### config.mk
export PLATFORM = sky130hd
export DESIGN_NAME = ieyb_dev_end_flat
export DESIGN_NICKNAME = d
export VERILOG_FILES = /design/src/hw/ieyb_pkg.sv /design/src/hw/ieyb_if.sv /design/src/hw/ieyb_dev_end.sv /design/src/flat_wrapper.sv
export SDC_FILE = /design/constraint.sdc
export NUM_CORES = 2
export LEC_CHECK = 0
export BUFFER_PORTS_ARGS = -buffer_cell sky130_fd_sc_hd__buf_4
export CORE_MARGIN = 4
export CORE_UTILIZATION = 35
export DETAILED_ROUTE_END_ITERATION = 7
export GPL_TIMING_DRIVEN = 0
export PLACE_DENSITY = 0.47
export SYNTH_ARGS = -nofsm -noshare
export SYNTH_HDL_FRONTEND = slang
export SYNTH_SLANG_ARGS = --single-unit
### constraint.sdc
create_clock -name clk -period 4.7 [get_ports clk]
set_input_delay 0.94 -clock clk [delete_from_list [all_inputs] [get_ports clk]]
set_output_delay 0.94 -clock clk [all_outputs]
set_load 0.02 [all_outputs]
### src/hw/ieyb_pkg.sv
// Shared constants for the IN endpoint Y buffer count logic and its controller
package ieyb_pkg;

  // Endpoint geometry: control endpoint plus seven IN endpoints, eight bytes each
  localparam int unsigned NUM_EP       = 8;
  localparam int unsigned EP_W         = 3;
  localparam int unsigned BYTES_PER_EP = 8;
  localparam int unsigned BYTE_W       = 3;
  localparam int unsigned CFG_AW       = EP_W + BYTE_W;
  localparam int unsigned NUM_CFG      = NUM_EP * BYTES_PER_EP;

  // Byte positions inside one endpoint's group
  localparam logic [BYTE_W-1:0] EPB_CONFIG = 3'h0;
  localparam logic [BYTE_W-1:0] EPB_YCOUNT = 3'h6;

  // Field positions of the endpoint configuration byte
  localparam int unsigned CFG_EN_BIT  = 7;
  localparam int unsigned CFG_ISO_BIT = 6;
  localparam int unsigned BPS_MSB     = 4;
  localparam int unsigned BPS_W       = 5;

  // Field positions of the Y count byte
  localparam int unsigned YC_EMPTY_BIT = 7;
  localparam int unsigned YC_CNT_W     = 7;

  // Byte count of one packet: 127 samples of up to 32 bytes
  localparam int unsigned BCNT_W = 12;

  // Reset values: Y buffer starts empty, other bytes clear
  localparam logic [7:0] RST_YCOUNT = 8'h80;
  localparam logic [7:0] RST_OTHER  = 8'h00;

  // Controller APB register offsets
  localparam logic [7:0] REG_ADDR  = 8'h00;
  localparam logic [7:0] REG_WDATA = 8'h04;
  localparam logic [7:0] REG_RDCMD = 8'h08;
  localparam logic [7:0] REG_RDATA = 8'h0C;
  localparam logic [7:0] REG_LOAD  = 8'h10;

  // Read data valid flag position in the read-back register
  localparam int unsigned RDATA_VALID_BIT = 8;

endpackage : ieyb_pkg

### src/hw/ieyb_if.sv
// Configuration byte port between the controller and the endpoint logic
`timescale 1ns/1ps
interface ieyb_if;
  import ieyb_pkg::*;

  logic              cfgWrEn;
  logic              cfgRdEn;
  logic [CFG_AW-1:0] cfgAddr;
  logic [7:0]        cfgWrData;
  logic [7:0]        cfgRdData;
  logic              cfgRdValid;

  // Endpoint logic end
  modport dev (
    input  cfgWrEn,
    input  cfgRdEn,
    input  cfgAddr,
    input  cfgWrData,
    output cfgRdData,
    output cfgRdValid
  );

  // Controller end
  modport ctl (
    output cfgWrEn,
    output cfgRdEn,
    output cfgAddr,
    output cfgWrData,
    input  cfgRdData,
    input  cfgRdValid
  );

endinterface : ieyb_if

### src/hw/ieyb_dev_end.sv
// Endpoint configuration bytes and IN token answer logic of the buffer manager
//
// Chosen here: the register addresses and register access over APB.
`timescale 1ns/1ps
module ieyb_dev_end
  import ieyb_pkg::*;
(
  // Clock and reset
  input  wire logic              clk,
  input  wire logic              sys_rst,
  // Configuration byte port
  ieyb_if.dev                    cfg,
  // IN token from the serial engine
  input  wire logic              tokValid,
  input  wire logic [EP_W-1:0]   tokEp,
  // Successful IN completion (host acknowledged the data)
  input  wire logic              doneValid,
  input  wire logic [EP_W-1:0]   doneEp,
  // Answer to the token
  output logic                   ansValid,
  output logic [EP_W-1:0]        ansEp,
  output logic                   ansNak,
  output logic                   ansIgnore,
  output logic [BCNT_W-1:0]      ansByteCnt
);

  // Configuration byte store, one group of eight per endpoint
  logic [7:0]        cfgMem_q [NUM_CFG];

  // Read-back flops toward the controller
  logic [7:0]        cfgRdData_q;
  logic              cfgRdValid_q;

  // Answer flops toward the serial engine
  logic              ansValid_q;
  logic [EP_W-1:0]   ansEp_q;
  logic              ansNak_q;
  logic              ansIgnore_q;
  logic [BCNT_W-1:0] ansByteCnt_q;

  // Per-endpoint decision, one entry per endpoint
  logic [NUM_EP-1:0] epEnabled;
  logic [NUM_EP-1:0] epIso;
  logic [NUM_EP-1:0] epNak;
  logic [BCNT_W-1:0] epByteCnt [NUM_EP];

  // Decision of the endpoint that the token names
  logic              tokEnabled;
  logic              tokNak_d;
  logic [BCNT_W-1:0] tokByteCnt_d;

  // One register per byte; the Y count byte also carries the hardware-set flag
  generate
    for (genvar i = 0; i < NUM_CFG; i++) begin : gByte
      localparam logic [CFG_AW-1:0] ADDR_I = CFG_AW'(i);
      localparam logic [EP_W-1:0]   EP_I   = EP_W'(i / BYTES_PER_EP);
      localparam bit                IS_YC  = ((i % BYTES_PER_EP) == int'(EPB_YCOUNT));
      localparam logic [7:0]        RST_I  = IS_YC ? RST_YCOUNT : RST_OTHER;
      logic                         wrHit;
      logic                         doneHit;

      // Strobes decoded for this byte alone
      assign wrHit   = cfg.cfgWrEn && (cfg.cfgAddr == ADDR_I);
      assign doneHit = IS_YC && doneValid && (doneEp == EP_I);

      // The byte itself; Y count bytes start with the buffer empty
      always_ff @(posedge clk) begin
        if (sys_rst) begin
          cfgMem_q[i] <= RST_I;
        end else begin
          // Firmware write stores the whole byte, the flag bit taken from the written data
          if (wrHit) begin
            cfgMem_q[i] <= cfg.cfgWrData;
          end
          // Completion wins over a firmware clear in the same cycle: losing a
          // completion would let a drained buffer be sent a second time
          if (doneHit) begin
            cfgMem_q[i][YC_EMPTY_BIT] <= 1'b1;
          end
        end
      end
    end
  endgenerate

  // Each endpoint's answer is worked out all the time, so a token only
  // selects one; this keeps the token path a plain mux
  generate
    for (genvar e = 0; e < NUM_EP; e++) begin : gEp
      localparam int unsigned CFG_I  = e * BYTES_PER_EP + int'(EPB_CONFIG);
      localparam int unsigned YC_I   = e * BYTES_PER_EP + int'(EPB_YCOUNT);
      localparam bit          IS_CTL = (e == 0);
      // Local field views
      logic [YC_CNT_W-1:0]    count;
      logic [BPS_W:0]         sampleBytes;
      logic [BCNT_W-1:0]      isoBytes;

      // Fields of the endpoint's configuration and Y count bytes
      assign count    = cfgMem_q[YC_I][YC_CNT_W-1:0];
      assign epIso[e] = cfgMem_q[CFG_I][CFG_ISO_BIT];
      // The control endpoint cannot be switched off
      assign epEnabled[e] = cfgMem_q[CFG_I][CFG_EN_BIT] || IS_CTL;

      // Code 0 stands for one byte, hence the extra bit
      assign sampleBytes = {1'b0, cfgMem_q[CFG_I][BPS_MSB:0]} + (BPS_W+1)'(1);
      // Largest product is 127 samples of 32 bytes, inside 12 bits
      assign isoBytes = BCNT_W'(count) * BCNT_W'(sampleBytes);

      // Iso never NAKs: the empty flag only gates the other types
      assign epNak[e]     = !epIso[e] && cfgMem_q[YC_I][YC_EMPTY_BIT];
      assign epByteCnt[e] = epIso[e] ? isoBytes : BCNT_W'(count);
    end
  endgenerate

  // Pick the decision of the endpoint that the token names; a token in the
  // same cycle as a completion still sees the flag as it was
  always_comb begin
    tokEnabled   = epEnabled[tokEp];
    tokNak_d     = epNak[tokEp];
    tokByteCnt_d = epByteCnt[tokEp];
  end

  // Read-back strobe: answered exactly one cycle after the request
  always_ff @(posedge clk) begin
    if (sys_rst) begin
      cfgRdValid_q <= 1'b0;
    end else begin
      cfgRdValid_q <= cfg.cfgRdEn;
    end
  end

  // Read-back data held until the next read, so a late look still sees it
  always_ff @(posedge clk) begin
    if (sys_rst) begin
      cfgRdData_q <= 8'h00;
    end else if (cfg.cfgRdEn) begin
      cfgRdData_q <= cfgMem_q[cfg.cfgAddr];
    end
  end

  // Answer strobe: one cycle after each token, back to back allowed
  always_ff @(posedge clk) begin
    if (sys_rst) begin
      ansValid_q <= 1'b0;
    end else begin
      ansValid_q <= tokValid;
    end
  end

  // Endpoint of the answer, held until the next token
  always_ff @(posedge clk) begin
    if (sys_rst) begin
      ansEp_q <= '0;
    end else if (tokValid) begin
      ansEp_q <= tokEp;
    end
  end

  // A disabled endpoint gives no handshake at all; the serial engine
  // simply lets the host time out
  always_ff @(posedge clk) begin
    if (sys_rst) begin
      ansIgnore_q <= 1'b0;
    end else if (tokValid) begin
      ansIgnore_q <= ~tokEnabled;
    end
  end

  // NAK only from an enabled endpoint whose buffer is empty, never
  // together with the ignore flag
  always_ff @(posedge clk) begin
    if (sys_rst) begin
      ansNak_q <= 1'b0;
    end else if (tokValid) begin
      ansNak_q <= tokEnabled & tokNak_d;
    end
  end

  // Byte count reported only when data will actually go out; zero otherwise
  // keeps a stale count from looking like a packet after a NAK
  always_ff @(posedge clk) begin
    if (sys_rst) begin
      ansByteCnt_q <= '0;
    end else if (tokValid) begin
      if (tokEnabled && !tokNak_d) begin
        ansByteCnt_q <= tokByteCnt_d;
      end else begin
        ansByteCnt_q <= '0;
      end
    end
  end

  // Outputs straight from flops, so the far ends see no decode glitches
  assign cfg.cfgRdData  = cfgRdData_q;
  assign cfg.cfgRdValid = cfgRdValid_q;
  assign ansValid       = ansValid_q;
  assign ansEp          = ansEp_q;
  assign ansNak         = ansNak_q;
  assign ansIgnore      = ansIgnore_q;
  assign ansByteCnt     = ansByteCnt_q;

endmodule : ieyb_dev_end

### src/flat_wrapper.sv
// flat-port wrapper written by rule: the top's interface ports become plain ports
module ieyb_dev_end_flat import ieyb_pkg::*;
  (clk, sys_rst, tokValid, tokEp, doneValid, doneEp, ansValid, ansEp, ansNak, ansIgnore, ansByteCnt, cfg_cfgWrEn, cfg_cfgRdEn, cfg_cfgAddr, cfg_cfgWrData, cfg_cfgRdData, cfg_cfgRdValid);
  ieyb_if cfg_i ();
  input  wire logic clk;
  input  wire logic sys_rst;
  input  wire logic tokValid;
  input  wire logic [EP_W-1:0] tokEp;
  input  wire logic doneValid;
  input  wire logic [EP_W-1:0] doneEp;
  output logic ansValid;
  output logic [EP_W-1:0] ansEp;
  output logic ansNak;
  output logic ansIgnore;
  output logic [BCNT_W-1:0] ansByteCnt;
  input wire logic [$bits(cfg_i.cfgWrEn)-1:0] cfg_cfgWrEn;
  input wire logic [$bits(cfg_i.cfgRdEn)-1:0] cfg_cfgRdEn;
  input wire logic [$bits(cfg_i.cfgAddr)-1:0] cfg_cfgAddr;
  input wire logic [$bits(cfg_i.cfgWrData)-1:0] cfg_cfgWrData;
  output wire logic [$bits(cfg_i.cfgRdData)-1:0] cfg_cfgRdData;
  output wire logic [$bits(cfg_i.cfgRdValid)-1:0] cfg_cfgRdValid;
  assign cfg_i.cfgWrEn = cfg_cfgWrEn;
  assign cfg_i.cfgRdEn = cfg_cfgRdEn;
  assign cfg_i.cfgAddr = cfg_cfgAddr;
  assign cfg_i.cfgWrData = cfg_cfgWrData;
  assign cfg_cfgRdData = cfg_i.cfgRdData;
  assign cfg_cfgRdValid = cfg_i.cfgRdValid;
  ieyb_dev_end u_core (.clk(clk), .sys_rst(sys_rst), .cfg(cfg_i), .tokValid(tokValid), .tokEp(tokEp), .doneValid(doneValid), .doneEp(doneEp), .ansValid(ansValid), .ansEp(ansEp), .ansNak(ansNak), .ansIgnore(ansIgnore), .ansByteCnt(ansByteCnt));
endmodule
==> impl_metrics.env <==
export IMPL_outcome="complete, but fails checks"
export IMPL_violations="negative setup slack"
export IMPL_totalNegativeSetupSlack_ns=-0.0818
export IMPL_ys_seq_area_share_pct=44.1
export IMPL_async_flop_share_pct=0
export IMPL_num_fill_cells=9753
export IMPL_worst_ir_drop_vdd_mv=0.232
export IMPL_period_minus_slack_ns=4.75
export IMPL_critPathMaxFanout=5
export IMPL_ios=53
export IMPL_numCtsBuffers=67
export IMPL_routabilityCongestion=0.886
export IMPL_netlist_instances=2944
export IMPL_final_max_slew_violation_count=0
export IMPL_arrival_ns=5.23
export IMPL_dr_pass1_iters=6
export IMPL_min_path_type="register to register"
export IMPL_setup_slack_ns=-0.0501
export IMPL_synth_yosys_warnings=0
export IMPL_pwr_share_clk_pct=33.3
export IMPL_io_buffers=37
export IMPL_maxCapViolCount=0
export IMPL_power_density_nw_per_um2=362
export IMPL_place_hpwl_mm=96.2
export IMPL_grt_setup_unrepaired="true"
export IMPL_dieWidth_um=329
export IMPL_routed_wl_mm=125
export IMPL_postCtsHoldBufs=0
export IMPL_critical_path_class="register to register"
export IMPL_area_delta_synth_final_pct=15.6
export IMPL_fmax_mhz=211
export IMPL_seq_power_share_pct=37.9
export IMPL_fin_nets=3472
export IMPL_drc=0
export IMPL_clkTransAtPathRegs_ns=0.05
export IMPL_syn_area_um2=36100
export IMPL_wire_per_inst_um=27.5
export IMPL_skew_ns=0.0321
export IMPL_reg2regPathDepth=18
export IMPL_start_util_pct=35.4
export IMPL_cts_tree="built"
export IMPL_avgSynthCellArea_um2=12.3
export IMPL_cts_sinks=539
export IMPL_grt_pass1_vias=25335
export IMPL_drive_gt1_share_pct=16.3
export IMPL_cp_start_kind="register"
export IMPL_grt_antenna_before_repair=11
export IMPL_grt_usage_pct=23.2
export IMPL_synth_edf_count=512
export IMPL_p_switching_mw=4.80
export IMPL_p_leak_nw=16.0
export IMPL_syn_nets=3298
export IMPL_p_int_mw=10.3
export IMPL_synthFlopType="edfxtp_1"
export IMPL_whs_path_depth=2
export IMPL_cp_end_kind="register"
export IMPL_p_comb_share_pct=28.8
export IMPL_grt_max_degree=13
export IMPL_num_rows=117
export IMPL_routed_via_density=5.40
export IMPL_htree_levels=3
export IMPL_hold_viol=0
export IMPL_clk_path_buf_depth=3
export IMPL_synth_seq_cells=539
export IMPL_ant_nets=0
export IMPL_die_area_um2=108000
export IMPL_post_route_period_util_pct=101
export IMPL_drt_initial_drc_count=2193
export IMPL_synthDistinctLibCells=56
export IMPL_cts_root_buffer="clkbuf_16"
export IMPL_power_total_mw=15.1
export IMPL_slew_limit_headroom_pct=7.96
export IMPL_required_ns=5.18
export IMPL_switching_share_pct=31.7
export IMPL_clock_latency_ns=0.62
export IMPL_num_vias=24490
export IMPL_overflow=0
export IMPL_die_h_um=329
export IMPL_worst_pin_slew_ns=1.38
export IMPL_grt_pass1_wl_mm=180
export IMPL_setup_viol=3
export IMPL_core_area_um2=102000
## kinds of logic (layout without fill, tap and decap cells)
| logic type | after synthesis | count (layout) | share of synthesized area (%) |
|---|---|---|---|
| AO/OA/AOI/OAI | 244 | 244 | 4.69 |
| AND/OR/NAND/NOR | 1130 | 1130 | 17.5 |
| multiplexers | 232 | 232 | 12.7 |
| buffers and inverters | 372 | 596 | 3.96 |
| XOR/XNOR | 99 | 99 | 2.40 |
| flip-flops | 539 | 539 | 44.1 |
| adder cells (fa/ha/maj) | 328 | 328 | 14.7 |
| other | 0 | 2 | 0 |
## worst paths after layout
path | from | end | slack [ns]
setup / recovery | u_core.cfgMem_q[8][0] | u_core.ansByteCnt[10] | -0.05
hold / removal | u_core.ansNak | u_core.ansNak | 0.47
setup reg to reg | u_core.cfgMem_q[8][0] | u_core.ansByteCnt[10] | -0.05
hold reg to reg | u_core.ansNak | u_core.ansNak | 0.47
## flip-flops by register name, summed over array words and instances, names as in the netlist
name                   count
u_core.ansValid            1
u_core.cfg.cfgRdData       8
u_core.cfgMem_q          512
u_core.ansByteCnt         12
u_core.ansIgnore           1
u_core.ansNak              1
u_core.ansEp               3
u_core.cfg.cfgRdValid      1
## cell usage in the layout (no fill, tap or decap), drive strengths merged, types with 3 or more instances in the layout
cell,instances
a21oi,44
dfxtp,27
edfxtp,512
o21ai,36
nor3,16
and2,707
nand2b,12
nand3,43
mux4,180
bufinv,3
a22o,8
xnor2,66
ha,168
a31oi,6
o21bai,66
o221ai,9
inv,226
o21a,4
clkinv,26
nor3b,3
xor2,33
nand2,152
a211oi,3
mux2i,50
nor2b,61
fa,160
a311o,3
o221a,4
nand3b,5
a2111oi,3
buf,141
o22ai,4
a21o,23
o41ai,6
clkbuf,199
nor2,120
o211ai,13
## per-stage QoR
stage	setup WS (ns)	utilization (%)	instances	instance area, µm²	hold WS (ns)
final	-0.0501	40.9	4538	41800	0.473
after global routing	-0.230	40.9	4536	41800	0.516
after CTS	-0.0672	40.5	4518	41400	0.492
after detailed placement	-1.37	37.3	4349	38100	0.465
after global placement	-1.34	37.3	4349	38100	0.473
after floorplan	0.254	-	2944	36100	0.536
## final cells by class
type / instances / area (µm²) / share of cell area, %
clock buffers: 89 / 1880 / 4.51
flip-flops and latches: 539 / 15900 / 38.1
inverters: 226 / 848 / 2.03
plain buffers: 146 / 622 / 1.49
well taps: 1368 / 1710 / 4.10
multi-input cells: 2033 / 19700 / 47.2
diodes: 2 / 5.00 / 0.0120
repair buffers: 105 / 825 / 1.97
clock inverters: 30 / 221 / 0.530
## synthesized netlist by cell type, types with 33 or more instances
library cell    n  area [µm²]
and2_1        707        4420
nand2_1       152         571
nand3_1        43         215
xor2_1         33         289
a21oi_1        44         220
o21bai_1       66         495
nor2_1        120         450
mux2i_1        50         500
xnor2_1        66         578
edfxtp_1      512       15400
mux4_2        180        4050
nor2b_1        61         382
inv_1         224         841
o21ai_0        36         180
clkbuf_1      112         420
fa_1          160        3200
ha_1          168        2100
## worst max-delay path, cell delays in order (launching register included)
cell	delay (ns)
edfxtp_1	0.46
ha_4	0.21
nand3_4	0.09
xnor2_4	0.17
and2_1	0.19
fa_1	0.51
inv_1	0.06
fa_1	0.50
fa_1	0.51
inv_1	0.06
ha_4	0.26
or3_1	0.37
o21ai_1	0.10
a21oi_1	0.08
a21oi_2	0.25
xor2_4	0.35
o221ai_2	0.13
nand3b_1	0.22
o211ai_1	0.12
## power groups by stage
stage	Combinational (mW)	Clock (mW)	Sequential, mW
after floorplan	2.67	0	5.71
after global placement	3.87	0	5.83
after detailed placement	3.91	0	5.84
after CTS	4.28	5.10	5.73
after global routing	4.83	5.29	5.76
final	4.36	5.04	5.74
## layer usage
metal	vias up	global-route usage, %	wire length, µm
li1	10635	-	-
met1	12756	32.3	53600
met2	897	35.8	55900
met3	196	5.02	10600
met4	6	8.20	4690
met5	-	0	41
## timing repair
action                     4_1_cts  5_1_grt
setup endpoints to repair        8        7
setup buffers                   50       18
resized for setup              126       58
hold endpoints to repair         0        0
pin swaps                       35       25
Power figures use the tool's default switching activity.
